===== src/rtl/vpit_defs.svh =====
/*
 Constants of the vectored priority interrupt table: widths, addresses,
 levels and vector numbers. Assumes inclusion by the package and top.
*/
`ifndef VPIT_DEFS_SVH
`define VPIT_DEFS_SVH

// ----------------------------------------
// Widths
// ----------------------------------------
`define VPIT_NVEC         64
`define VPIT_VEC_W        6
`define VPIT_ADDR_W       21
`define VPIT_BASE_W       13
`define VPIT_BASE_SHIFT   8
`define VPIT_ENTRY_SHIFT  1
`define VPIT_REACH_BITS   19

// ----------------------------------------
// Addresses and levels
// ----------------------------------------
`define VPIT_BOOT_ADDR    21'h02_0000
`define VPIT_COP_ADDR     21'h02_0002
`define VPIT_OVERLAY_BASE 13'h0200
`define VPIT_LVL0         2'h0
`define VPIT_LVL1         2'h1
`define VPIT_LVL2         2'h2
`define VPIT_LVL3         2'h3
`define VPIT_PIN_IDLE     1'b1

// ----------------------------------------
// Vector numbers
// ----------------------------------------
`define VPIT_V_ILLEGAL    6'h02
`define VPIT_V_SWI3       6'h03
`define VPIT_V_HWSTACK    6'h04
`define VPIT_V_MISALIGN   6'h05
`define VPIT_V_DBG_STEP   6'h06
`define VPIT_V_DBG_BKPT0  6'h07
`define VPIT_V_DBG_TRACE  6'h09
`define VPIT_V_DBG_TXE    6'h0A
`define VPIT_V_DBG_RXF    6'h0B
`define VPIT_V_SWI2       6'h0E
`define VPIT_V_SWI1       6'h0F
`define VPIT_V_SWI0       6'h10
`define VPIT_V_EXT_A      6'h11
`define VPIT_V_LVD        6'h14
`define VPIT_V_CLKGEN     6'h15
`define VPIT_V_FL_ACCERR  6'h16
`define VPIT_V_FL_CCIF    6'h17
`define VPIT_V_FL_CBEIF   6'h18
`define VPIT_V_CAN_BOFF   6'h1A
`define VPIT_V_CAN_ERR    6'h1B
`define VPIT_V_CAN_WAKE   6'h1C
`define VPIT_V_CAN_MB     6'h1D
`define VPIT_V_PORT_C     6'h21
`define VPIT_V_PORT_B     6'h22
`define VPIT_V_PORT_A     6'h23
`define VPIT_V_SPI_UNIT_1_RXF   6'h26
`define VPIT_V_SPI_UNIT_1_TXE   6'h27
`define VPIT_V_SPI_UNIT_0_RXF   6'h28
`define VPIT_V_SPI_UNIT_0_TXE   6'h29
`define VPIT_V_SERIAL_COMM_UNIT_1_TXE   6'h2A
`define VPIT_V_SERIAL_COMM_UNIT_1_TXI   6'h2B

`endif


===== src/rtl/vpit_pkg.sv =====
/*
 Types of the vectored priority interrupt table.
 Assumes vpit_defs.svh is on the include path.
*/
`include "vpit_defs.svh"

package vpit_pkg;

   typedef logic [`VPIT_NVEC-1:0][1:0] vpit_lvl_vec_t;

   typedef struct packed {
      logic [`VPIT_NVEC-1:0] pending;
      logic [`VPIT_NVEC-1:0] enable;
      vpit_lvl_vec_t         level_cfg;
   } vpit_src_t;

   typedef struct packed {
      logic [1:0] mask_level;
      logic       ack;
   } vpit_core_t;

   typedef struct packed {
      logic                    valid;
      logic                    is_reset;
      logic [`VPIT_VEC_W-1:0]  vector;
      logic [1:0]              level;
      logic [`VPIT_ADDR_W-1:0] addr;
   } vpit_grant_t;

   typedef enum logic [2:0] {
      VPIT_ST_BOOT  = 3'h1,
      VPIT_ST_IDLE  = 3'h2,
      VPIT_ST_SERVE = 3'h4
   } vpit_state_e_t;

   typedef enum logic [2:0] {
      VPIT_CL_NONE = 3'h0,
      VPIT_CL_FIX3 = 3'h1,
      VPIT_CL_FIX2 = 3'h2,
      VPIT_CL_FIX1 = 3'h3,
      VPIT_CL_FIX0 = 3'h4,
      VPIT_CL_DBG  = 3'h5,
      VPIT_CL_PER  = 3'h6
   } vpit_class_t;

   typedef struct packed {
      logic          sync1;
      logic          sync2;
      logic          sync3;
      logic          ext_latch;
      vpit_state_e_t st;
      vpit_grant_t   grant;
      logic          overlay;
   } vpit_state_t;

endpackage : vpit_pkg


===== src/rtl/vpit_top.sv =====
/*
 Vectored priority interrupt table: levels, winner, fetch address.
 Assumes sources and core on i_clk; external request arrives from a pin.
*/
// How it works
// Level 3 requests served before 2, 2 before 1, 1 before 0.
// Same level: smallest vector number wins.
// Fetch address is vector base plus each vector's fixed offset.
// Vectors 2 to 5 are core exceptions fixed at level 3.
// Debug sources on vectors 6,7,9,10,11 take levels 1 to 3.
// External request 17, voltage detect 20, clock 21 take levels 0-2.
// Flash sources on vectors 22, 23, 24 take levels 0-2.
// CAN sources on vectors 26 to 29 take levels 0-2.
// Ports C, B, A on vectors 33, 34, 35 take levels 0-2.
// SPI vectors 38-41 and serial unit 1 vectors 42-43 take 0-2.
// Software puts jumps in slots 0 and 1, calls elsewhere.
// After reset fetch boot address; after watchdog reset the next entry, two words on.
// Each entry is two words; vector n at base plus 2n.
// Base 0200 makes slots 0 and 1 the reset addresses.
// Only pending enabled requests; present only at or above core mask.
// Software interrupts 2,1,0 fixed at levels 2,1,0 on 14,15,16.
`timescale 1ns/10ps
`include "vpit_defs.svh"

module vpit_top (
   input  wire logic                    i_clk,
   input  wire logic                    i_rst,
   input  wire vpit_pkg::vpit_src_t     i_src,
   input  wire logic                    i_ext_request_a_n,
   input  wire logic                    i_ext_edge_mode,
   input  wire logic                    i_wdog_reset_cause,
   input  wire logic [`VPIT_BASE_W-1:0] i_vector_base,
   input  wire vpit_pkg::vpit_core_t    i_core,
   output vpit_pkg::vpit_grant_t        o_grant,
   output logic                         o_overlay,
   output logic                         o_ext_pending
);

   // ----------------------------------------
   // Source classes
   // ----------------------------------------
   function automatic vpit_pkg::vpit_class_t vec_class(
      input logic [`VPIT_VEC_W-1:0] v
   );
      case (v)
         // Fixed level 3 exceptions
         `VPIT_V_ILLEGAL:   vec_class = vpit_pkg::VPIT_CL_FIX3;
         `VPIT_V_SWI3:      vec_class = vpit_pkg::VPIT_CL_FIX3;
         `VPIT_V_HWSTACK:   vec_class = vpit_pkg::VPIT_CL_FIX3;
         `VPIT_V_MISALIGN:  vec_class = vpit_pkg::VPIT_CL_FIX3;
         // Debug port sources
         `VPIT_V_DBG_STEP:  vec_class = vpit_pkg::VPIT_CL_DBG;
         `VPIT_V_DBG_BKPT0: vec_class = vpit_pkg::VPIT_CL_DBG;
         `VPIT_V_DBG_TRACE: vec_class = vpit_pkg::VPIT_CL_DBG;
         `VPIT_V_DBG_TXE:   vec_class = vpit_pkg::VPIT_CL_DBG;
         `VPIT_V_DBG_RXF:   vec_class = vpit_pkg::VPIT_CL_DBG;
         // Fixed software levels
         `VPIT_V_SWI2:      vec_class = vpit_pkg::VPIT_CL_FIX2;
         `VPIT_V_SWI1:      vec_class = vpit_pkg::VPIT_CL_FIX1;
         `VPIT_V_SWI0:      vec_class = vpit_pkg::VPIT_CL_FIX0;
         // Pin, voltage and clock sources
         `VPIT_V_EXT_A:     vec_class = vpit_pkg::VPIT_CL_PER;
         `VPIT_V_LVD:       vec_class = vpit_pkg::VPIT_CL_PER;
         `VPIT_V_CLKGEN:    vec_class = vpit_pkg::VPIT_CL_PER;
         // Flash sources
         `VPIT_V_FL_ACCERR: vec_class = vpit_pkg::VPIT_CL_PER;
         `VPIT_V_FL_CCIF:   vec_class = vpit_pkg::VPIT_CL_PER;
         `VPIT_V_FL_CBEIF:  vec_class = vpit_pkg::VPIT_CL_PER;
         // CAN sources
         `VPIT_V_CAN_BOFF:  vec_class = vpit_pkg::VPIT_CL_PER;
         `VPIT_V_CAN_ERR:   vec_class = vpit_pkg::VPIT_CL_PER;
         `VPIT_V_CAN_WAKE:  vec_class = vpit_pkg::VPIT_CL_PER;
         `VPIT_V_CAN_MB:    vec_class = vpit_pkg::VPIT_CL_PER;
         // Port requests
         `VPIT_V_PORT_C:    vec_class = vpit_pkg::VPIT_CL_PER;
         `VPIT_V_PORT_B:    vec_class = vpit_pkg::VPIT_CL_PER;
         `VPIT_V_PORT_A:    vec_class = vpit_pkg::VPIT_CL_PER;
         // Serial peripheral sources
         `VPIT_V_SPI_UNIT_1_RXF:  vec_class = vpit_pkg::VPIT_CL_PER;
         `VPIT_V_SPI_UNIT_1_TXE:  vec_class = vpit_pkg::VPIT_CL_PER;
         `VPIT_V_SPI_UNIT_0_RXF:  vec_class = vpit_pkg::VPIT_CL_PER;
         `VPIT_V_SPI_UNIT_0_TXE:  vec_class = vpit_pkg::VPIT_CL_PER;
         `VPIT_V_SERIAL_COMM_UNIT_1_TXE:  vec_class = vpit_pkg::VPIT_CL_PER;
         `VPIT_V_SERIAL_COMM_UNIT_1_TXI:  vec_class = vpit_pkg::VPIT_CL_PER;
         // Reserved and overlay slots never request
         default:           vec_class = vpit_pkg::VPIT_CL_NONE;
      endcase
   endfunction : vec_class

   // ----------------------------------------
   // Effective level
   // ----------------------------------------
   // Out-of-range settings clamp to the nearest legal level, not dropped
   function automatic logic [1:0] eff_level(
      input vpit_pkg::vpit_class_t c,
      input logic [1:0]            cfg
   );
      case (c)
         vpit_pkg::VPIT_CL_FIX3: eff_level = `VPIT_LVL3;
         vpit_pkg::VPIT_CL_FIX2: eff_level = `VPIT_LVL2;
         vpit_pkg::VPIT_CL_FIX1: eff_level = `VPIT_LVL1;
         vpit_pkg::VPIT_CL_FIX0: eff_level = `VPIT_LVL0;
         // Levels 1 to 3
         vpit_pkg::VPIT_CL_DBG:
            eff_level = (cfg == `VPIT_LVL0) ? `VPIT_LVL1 : cfg;
         // Levels 0 to 2
         vpit_pkg::VPIT_CL_PER:
            eff_level = (cfg == `VPIT_LVL3) ? `VPIT_LVL2 : cfg;
         default:                eff_level = `VPIT_LVL0;
      endcase
   endfunction : eff_level

   // ----------------------------------------
   // Vector address
   // ----------------------------------------
   // Entry holds a call with 19 target bits; full range is not reachable
   function automatic logic [`VPIT_ADDR_W-1:0] vec_addr(
      input logic [`VPIT_BASE_W-1:0] base,
      input logic [`VPIT_VEC_W-1:0]  v
   );
      logic [`VPIT_ADDR_W-1:0] b;
      logic [`VPIT_ADDR_W-1:0] o;
      b = {base, {`VPIT_BASE_SHIFT{1'b0}}};
      o = {{(`VPIT_ADDR_W - `VPIT_VEC_W){1'b0}}, v};
      // Base plus offset
      // Two words per entry
      vec_addr = b + (o << `VPIT_ENTRY_SHIFT);
   endfunction : vec_addr

   // ----------------------------------------
   // State
   // ----------------------------------------
   vpit_pkg::vpit_state_t s_reg;
   vpit_pkg::vpit_state_t s_next;

   logic [`VPIT_NVEC-1:0]   eligible;
   vpit_pkg::vpit_lvl_vec_t levels;
   logic                    win_valid;
   logic [`VPIT_VEC_W-1:0]  win_vector;
   logic [1:0]              win_level;
   logic                    ext_fall;
   logic                    ext_req;
   logic                    ack_ext;

   // ----------------------------------------
   // Eligibility
   // ----------------------------------------
   always_comb begin
      // Pin is active low; a fall is high then low through the flops
      ext_fall = ~s_reg.sync2 & s_reg.sync3;
      ext_req  = i_ext_edge_mode ? s_reg.ext_latch : ~s_reg.sync2;
      for (int i = 0; i < `VPIT_NVEC; i++) begin
         levels[i] = eff_level(vec_class(i[`VPIT_VEC_W-1:0]), i_src.level_cfg[i]);
         // Pending and enabled only
         eligible[i] = i_src.pending[i] & i_src.enable[i]
                     & (vec_class(i[`VPIT_VEC_W-1:0]) != vpit_pkg::VPIT_CL_NONE);
      end
      // Pin request replaces its slot
      eligible[`VPIT_V_EXT_A] = ext_req & i_src.enable[`VPIT_V_EXT_A];
   end

   vpit_arbiter #(
      .NVEC (`VPIT_NVEC)
   ) u_arb (
      .i_eligible (eligible),
      .i_levels   (levels),
      .o_valid    (win_valid),
      .o_vector   (win_vector),
      .o_level    (win_level)
   );

   // ----------------------------------------
   // Next state
   // ----------------------------------------
   always_comb begin
      s_next = s_reg;
      // Pin passes two flops before any reader
      s_next.sync1 = i_ext_request_a_n;
      s_next.sync2 = s_reg.sync1;
      s_next.sync3 = s_reg.sync2;
      ack_ext = i_core.ack & (s_reg.st == vpit_pkg::VPIT_ST_SERVE)
              & (s_reg.grant.vector == `VPIT_V_EXT_A) & ~s_reg.grant.is_reset;
      // Set after clear so a new edge survives the acknowledge
      if (ack_ext || !i_ext_edge_mode) begin
         s_next.ext_latch = 1'b0;
      end
      if (ext_fall && i_ext_edge_mode) begin
         s_next.ext_latch = 1'b1;
      end
      // Overlay of reset addresses
      s_next.overlay = (i_vector_base == `VPIT_OVERLAY_BASE);
      case (s_reg.st)
         vpit_pkg::VPIT_ST_BOOT: begin
            // Boot or watchdog entry
            s_next.grant.valid    = 1'b1;
            s_next.grant.is_reset = 1'b1;
            s_next.grant.vector   = '0;
            s_next.grant.level    = `VPIT_LVL3;
            s_next.grant.addr     = i_wdog_reset_cause ? `VPIT_COP_ADDR
                                                       : `VPIT_BOOT_ADDR;
            if (i_core.ack && s_reg.grant.valid) begin
               s_next.grant.valid = 1'b0;
               s_next.st          = vpit_pkg::VPIT_ST_IDLE;
            end
         end
         vpit_pkg::VPIT_ST_IDLE: begin
            s_next.grant.valid    = 1'b0;
            s_next.grant.is_reset = 1'b0;
            // Winner at or above mask
            if (win_valid && win_level >= i_core.mask_level) begin
               s_next.grant.valid  = 1'b1;
               s_next.grant.vector = win_vector;
               s_next.grant.level  = win_level;
               // Fetch address formed
               s_next.grant.addr   = vec_addr(i_vector_base, win_vector);
               s_next.st           = vpit_pkg::VPIT_ST_SERVE;
            end
         end
         vpit_pkg::VPIT_ST_SERVE: begin
            // Held until taken; a later winner waits its turn
            if (i_core.ack) begin
               s_next.grant.valid = 1'b0;
               s_next.st          = vpit_pkg::VPIT_ST_IDLE;
            end
         end
         default: begin
            s_next.st          = vpit_pkg::VPIT_ST_IDLE;
            s_next.grant.valid = 1'b0;
         end
      endcase
   end

   // ----------------------------------------
   // Registers
   // ----------------------------------------
   always_ff @(posedge i_clk) begin
      if (i_rst) begin
         // Idle level of the pin, so no false edge follows reset
         s_reg.sync1     <= `VPIT_PIN_IDLE;
         s_reg.sync2     <= `VPIT_PIN_IDLE;
         s_reg.sync3     <= `VPIT_PIN_IDLE;
         s_reg.ext_latch <= 1'b0;
         s_reg.st        <= vpit_pkg::VPIT_ST_BOOT;
         s_reg.grant     <= '0;
         s_reg.overlay   <= 1'b0;
      end else begin
         s_reg <= s_next;
      end
   end

   // ----------------------------------------
   // Outputs
   // ----------------------------------------
   assign o_grant       = s_reg.grant;
   assign o_overlay     = s_reg.overlay;
   assign o_ext_pending = s_reg.ext_latch;

endmodule : vpit_top


===== src/rtl/vpit_arbiter.sv =====
/*
 Combinational winner search over all vectors.
 Assumes eligibility and levels already resolved by the caller.
*/
`timescale 1ns/10ps
`include "vpit_defs.svh"

module vpit_arbiter #(
   parameter int NVEC = `VPIT_NVEC
) (
   input  wire logic [NVEC-1:0]        i_eligible,
   input  wire vpit_pkg::vpit_lvl_vec_t i_levels,
   output logic                        o_valid,
   output logic [`VPIT_VEC_W-1:0]      o_vector,
   output logic [1:0]                  o_level
);

   // ----------------------------------------
   // Search
   // ----------------------------------------
   // Walks downward so an equal level at a lower vector replaces the holder
   always_comb begin
      o_valid  = 1'b0;
      o_vector = '0;
      o_level  = `VPIT_LVL0;
      for (int i = NVEC - 1; i >= 0; i--) begin
         // Higher level wins
         if (i_eligible[i] && (!o_valid || i_levels[i] > o_level)) begin
            o_valid  = 1'b1;
            o_vector = i[`VPIT_VEC_W-1:0];
            o_level  = i_levels[i];
         end
         // Tie to lowest vector
         else if (i_eligible[i] && i_levels[i] == o_level) begin
            o_vector = i[`VPIT_VEC_W-1:0];
         end
      end
   end

endmodule : vpit_arbiter


===== config.mk =====
export PLATFORM = sky130hd
export DESIGN_NAME = vpit_top
export DESIGN_NICKNAME = d
export VERILOG_FILES = /design/src/rtl/vpit_pkg.sv /design/src/rtl/vpit_top.sv /design/src/rtl/vpit_arbiter.sv
export VERILOG_INCLUDE_DIRS = /design/src /design/src/rtl
export SDC_FILE = /design/constraint.sdc
export NUM_CORES = 1
export LEC_CHECK = 0
export BUFFER_PORTS_ARGS = -buffer_cell sky130_fd_sc_hd__buf_2
export CAP_MARGIN = 20
export CORE_ASPECT_RATIO = 0.7
export CORE_MARGIN = 5
export CORE_UTILIZATION = 25
export CTS_CLUSTER_SIZE = 40
export DETAILED_ROUTE_END_ITERATION = 10
export HOLD_SLACK_MARGIN = 0.12
export PLACE_DENSITY_LB_ADDON = 0.25
export SLEW_MARGIN = 30
export SYNTH_ARGS = -nofsm -noshare
export SYNTH_HDL_FRONTEND = slang
export SYNTH_SLANG_ARGS = --single-unit

===== constraint.sdc =====
create_clock -name i_clk -period 38.8 [get_ports i_clk]
set_input_delay 11.64 -clock i_clk [delete_from_list [all_inputs] [get_ports i_clk]]
set_output_delay 11.64 -clock i_clk [all_outputs]
set_load 0.02 [all_outputs]

After elaboration in Yosys (flattened, before gate mapping)
Cells that the tools add are included.
{"block": "word_totals", "ff_bits": 39, "out_inout_bits": 33, "ramBits": 0, "wordCells": 431, "latchBits": 0, "rom_bits": 0, "n_memories": 0, "input_bits": 277}
{"block": "op_classes", "reduce_logical": 137, "bitwise_logic": 37, "shift": 0, "muxes": 158, "div_mod_pow": 0, "order_cmp": 31, "multipliers": 0, "eq_ne": 56, "n_addsub": 1}
{"op": "$mux W6", "count": 62}
{"op": "$mux W2", "count": 56}
{"op": "$logic_and A1 B1 Y1", "count": 64}
{"op": "$pmux W30 S2", "count": 1}
{"op": "$eq A2 B2 Y1", "count": 23}
{"op": "$gt A2 B2 Y1", "count": 23}
{"op": "$eq A2 B2 Y1 const B", "count": 19}
{"op": "$and A1 B1 Y1", "count": 35}
{"op": "$mux W1", "count": 34}
{"op": "$logic_not A1 Y1", "count": 31}
{"op": "$logic_or A1 B1 Y1", "count": 31}
{"op": "$mux W29", "count": 1}
{"op": "$add A21 B7 Y21", "count": 1}
{"op": "$logic_not A2 Y1", "count": 7}
{"op": "$eq A13 B10 Y1 const B", "count": 1}
{"op": "$mux W4", "count": 3}
{"op": "$pmux W4 S3", "count": 1}
{"op": "$eq A2 B2 Y1 const A", "count": 5}
{"op": "$gt A2 B2 Y1 const A", "count": 5}
{"op": "$eq A6 B5 Y1 const B", "count": 1}
{"op": "$ne A2 B2 Y1 const B", "count": 3}
{"op": "$gt A1 B2 Y1 const A", "count": 2}
{"op": "$reduce_bool A2 Y1", "count": 2}
{"op": "$eq A3 B1 Y1 const B", "count": 1}
{"op": "7 further kinds", "count": 8}

Logic depth before layout (Yosys ltp)
{"block": "logic_depth", "word_depth": 127, "mapped_depth": 165, "ltp_nobuf": 164}

Cells and area by module
From an unflattened synthesis, not the netlist that was laid out.
{"block": "hier_totals", "hier_cells": 1561, "hier_area_um2": 10359.9}
{"mod": "vpit_arbiter", "area_per_inst_um2": 8220.4, "n_inst": 1, "cells_per_inst": 1292, "seq_area_each_um2": 0.0}
{"mod": "vpit_top", "area_per_inst_um2": 2139.6, "n_inst": 1, "cells_per_inst": 269, "seq_area_each_um2": 640.6}

Least setup slack after synthesis
Ideal clock, no wire load.
{"block": "synth_path", "path_kind": "input-to-reg", "from": "in i_src[235] in the netlist's numbering", "to": "reg s_reg, in the netlist o_grant[6]", "slack_ns": -0.599, "arrival_ns": 39.339, "setup_time_ns": 0.061, "stages": 159, "required_ns": 38.739, "n_path_buf": 1, "cell_sequence": "nand2_1 -> nor3b_1 -> ha_1 -> nor2b_1 -> o2111a_1 -> o21ai_0 -> and2_1 -> ha_1 -> nor2b_1 -> o2111ai_1 -> and2_1 -> o21ai_0 -> ha_1 -> a21o_1 -> o22ai_1 -> a311oi_2 -> a21oi_1 -> ha_1 -> (+123 left out) -> ha_1 -> nand2_1 -> o21ai_0 -> a21o_1 -> a21boi_0 -> o21ai_0 -> a31oi_1 -> ha_1 -> nand2b_1 -> a21oi_1 -> a31oi_1 -> a21oi_1 -> or2_2 -> clkbuf_1 -> nor3_1 -> nand2_1 -> nor2_1 -> a32o_1"}
{"block": "synth_between", "elab_chain_cells": 126, "elab_cells_between_ends": 313, "classes_between": "1 x add/sub; 31 x order compare; 30 x eq/ne; 126 x mux; 1 x bitwise; 124 x reduce/logical"}
{"item": "start: declaration", "line": "vpit_top.sv:28", "source": "input wire vpit_pkg::vpit_src_t i_src,"}
{"item": "$and A1 B1 Y1 (*)", "line": "vpit_top.sv:155", "source": "eligible[i] = i_src.pending[i] & i_src.enable[i]"}
{"item": "branches (longest 125 deep; another with $gt A2 B2 Y1)"}
{"item": "end signal: assignment", "line": "vpit_top.sv:247", "source": "s_reg <= s_next;"}
{"item": "end: declaration", "line": "vpit_top.sv:133", "source": "vpit_pkg::vpit_state_t s_reg;"}
Mark *: on every way between the ends. The select of a mux whose other input is x is not followed.
A chain may end at the register's enable or synchronous reset.

Final worst setup path
{"block": "layout_path", "from": "in i_src[85] in the netlist's numbering", "to": "reg s_reg, in the netlist o_grant[6]"}
{"block": "layout_between", "elab_chain_cells": 126, "elab_cells_between_ends": 308, "classes_between": "1 x add/sub; 31 x order compare; 31 x eq/ne; 123 x mux; 122 x reduce/logical"}
{"item": "$eq A2 B2 Y1 (no line)"}
{"item": "$mux W2 (*)", "line": "vpit_top.sv:108", "source": "eff_level = (cfg == `VPIT_LVL3) ? `VPIT_LVL2 : cfg;"}
{"item": "branches (longest 124 deep; another with $gt A2 B2 Y1)"}
Marked as above.

==> results.md <==
* RR Endpoint: o_grant[6]$_SDFFE_PP0P_
* Netlist Area Pre-Place at 0.00497 sq mm
* P&R area growth vs syn at 68.6%
* Worst-case reg-to-reg path depth at 50
* # rows at 43
* Max FFs per register at 24
* Leak at 3.64 nW
* Htree depth at 2
* CP startpoint kind: input port
* Worst skew pair latency at 0.28 ns
* Maximum root-to-sink buffer count at 2
* Met1 global-route usage at 0.243
* CP Capture Type: flip-flop
* Final Max Tran Viols at 0
* Fmax at 0.0262 GHz
* Reg2Reg Setup Slack at 29.84 ns
* Antenna violation net count after detailed routing at 0
* Final Skew at 0.00563 ns
* Initial antenna violation count at 1
* Worst Tran Pin Value at 0.836 ns
* Critical Path Fanout Max at 5
* Top Ports at 310
* WS Path Type: input port to flip-flop
* Placed Area at 0.00664 sq mm
* Synth Area per Inst at 6.83 sq um
* Reg-to-reg startpoint: s_next[36]$_SDFF_PP1_
* Gpl congestion at 0.824
* Min Tclk post-route at 38.13 ns
* Hold Path Depth at 1
* Post-layout util at 0.426
* Critical path arrival at 38.35 ns
* Port Buffer Count at 160
* Hold path start: s_next[37]$_SDFF_PP1_
* Global-route wire length before repair at 29,700 microns
* Root buffer cell: clkbuf_16
* Distinct cells, synth at 86
* Post-Syn Instances at 728
* Post-CTS Hold Buffers at 0
* Critical Path RT at 39.02 ns
* PwrDens at 43.0 mW/mm^2
* Period utilization at 0.983
* Finished Cell Area at 0.00838 sq mm
* Hold endpoint: s_next[36]$_SDFF_PP1_
* Number of enable flip-flop cells after synthesis at 0
* Post-DP HPWL at 15,100 microns
* Hold WC Path Type: flip-flop to flip-flop
* 1st-pass router iterations at 5
* Slowest-stage cell, CP: a2111o_1
* Vias in the first global route at 6,034
* CP peak stage delay at 0.44 ns
* Num CTS Buffers at 5
* M2 GR Usage at 0.235
* Vias at 6,323
* Post-DR vias/cell at 4.91
* Final setup viols at 0
* Clk sinks at 32
* Nets at 1,327
* Top_reg_cell synth: dfxtp_1
* Worst vdd ir at 0.0244 mV
* CTS tree: yes
* WL final at 19,400 microns
* Clock transition at path regs at 0.06 ns
* RSZ-0062 raised after global routing: true
* Final Hold Viols at 0
* Final global-route overflow total at 0
* Sequential fraction of the synthesis area at 0.129
* Post-synthesis register bit count at 32
* Initial drt markers at 339
* Max Cap Viol at 0
* Pin count of the biggest net entering global routing at 34
* Total power at 0.360 mW
* Layout cell share with drive strength beyond 1 at 0.508
* Number of warnings issued by yosys at 0
* Die H at 128 microns
* Rel. slew slack at 0.436
* Async SR Flop Fraction at 0
* Initial core utilization at 0.252
* Met3 usage at 0.0212
* Status: finished clean
* Die X at 179 microns
* DRC Markers at 0
* Grt peak-use layer: met1
* N_diodes at 0
* Die area at 0.0228 sq mm
* Total track usage at 0.156
* Routed length per instance at 15.1 microns
* Most frequent CP cell: ha_4
* Core Footprint at 0.0197 sq mm
[what timing repair did]
action,in CTS,in global routing
endpoints found under the setup margin,25,25
pin swaps,36,145
resized for setup,53,170
setup buffers,40,33
[metrics by stage]
step                setup TNS, ns  setup slack, ns  cells  hold slack [ns]
finish                          0            0.668   1287            0.433
CTS                       -0.0182          -0.0156   1256            0.447
global route               -17.57           -0.796   1287            0.452
floorplan                       0          0.00445    729            0.389
detailed placement         -38.59            -1.79   1208            0.436
global placement           -37.55            -1.78   1208            0.414
[cells in the final DEF (no fill, tap or decap), drive strengths merged, types with 7 or more instances in the layout]
master / count
and2: 19
ha: 34
nand3: 40
nand2: 107
dfxtp: 32
inv: 21
or2: 13
nor2b: 22
a21oi: 59
a21o: 13
a31oi: 13
o21ai: 36
maj3: 7
o21a: 7
nor2: 58
nand2b: 39
buf: 329
nor3b: 7
o211ai: 7
a211oi: 9
nor4: 10
o21bai: 7
nand4: 7
nor3: 20
[where the power goes]
part | internal, mW | leakage [nW] | switching (mW)
Combinational | 0.142 | 3.31 | 0.135
Clock | 0.0236 | 0.0736 | 0.0146
Sequential | 0.0395 | 0.261 | 0.00579
[cell families after synthesis]
logic type                 count (synthesis)  synth area share
DFF                                       32             0.129
AOI/OAI and AO/OA                        213             0.306
and+or+nand+nor                          360             0.365
muxes                                      8            0.0176
buffers and inverters                     70            0.0768
adders and majority gates                 41            0.0997
xor gates and xnor gates                   3           0.00529
other                                      1          0.000754
[critical path, delay by kind of cell]
| family | cells | cell delay, ns |
|---|---|---|
| muxes | 3 | 0.87 |
| and+or+nand+nor | 54 | 6.94 |
| AOI/OAI and AO/OA | 67 | 10.99 |
| adders and majority gates | 27 | 7.11 |
| buffers and inverters | 7 | 0.76 |
[synth_stat cells (all sizes together) (3+ instances only)]
cell type	count	area share
or2	13	0.017
nor3	20	0.021
o2111ai	6	0.011
o21bai	7	0.011
mux2i	5	0.010
a2111oi	5	0.013
nor4	10	0.014
o31ai	3	0.0045
xnor2	3	0.0053
clkbuf	15	0.011
mux2	3	0.0075
a21oi	59	0.060
o21ai	36	0.037
or3	5	0.0063
and2	19	0.024
buf	34	0.050
nand4	7	0.0088
nor3b	7	0.011
nor2	58	0.044
a311oi	3	0.0065
dfxtp	32	0.13
ha	34	0.086
inv	21	0.016
and3	4	0.0053
a31oi	13	0.018
maj3	7	0.014
a211o	6	0.011
a22oi	5	0.0076
o211ai	7	0.013
o21a	7	0.011
nand3	40	0.040
nand2	107	0.081
a21o	13	0.020
nand2b	39	0.049
a22o	5	0.0088
nor2b	22	0.028
a211oi	9	0.016
[layer usage]
metal  part of all wire  routed length, microns
met5            0.00057                      11
met4             0.0029                      57
met2               0.43                    8350
met1               0.50                    9730
met3              0.065                    1270
[worst max path at each step]
stage,from,to,cells past startpoint
after floorplan,i_src[235],o_grant[6]$_SDFFE_PP0P_,160
after global placement,i_src[235],o_grant[1]$_SDFFE_PP0P_,161
after detailed placement,i_src[235],o_grant[1]$_SDFFE_PP0P_,162
after CTS,i_src[235],o_grant[1]$_SDFFE_PP0P_,164
after global routing,i_src[171],o_grant[21]$_SDFFE_PP0P_,159
final,i_src[85],o_grant[6]$_SDFFE_PP0P_,158
[final cells by class]
class	count	area [sq um]
fill	2045	11300
clock inverter	3	18.8
multi-input combinational	627	5030
timing repair buffer	329	2150
tap	270	338
sequential	32	641
inverter	21	78.8
clock buffer	5	125
No activity file was read; power rests on OpenSTA's default activity.
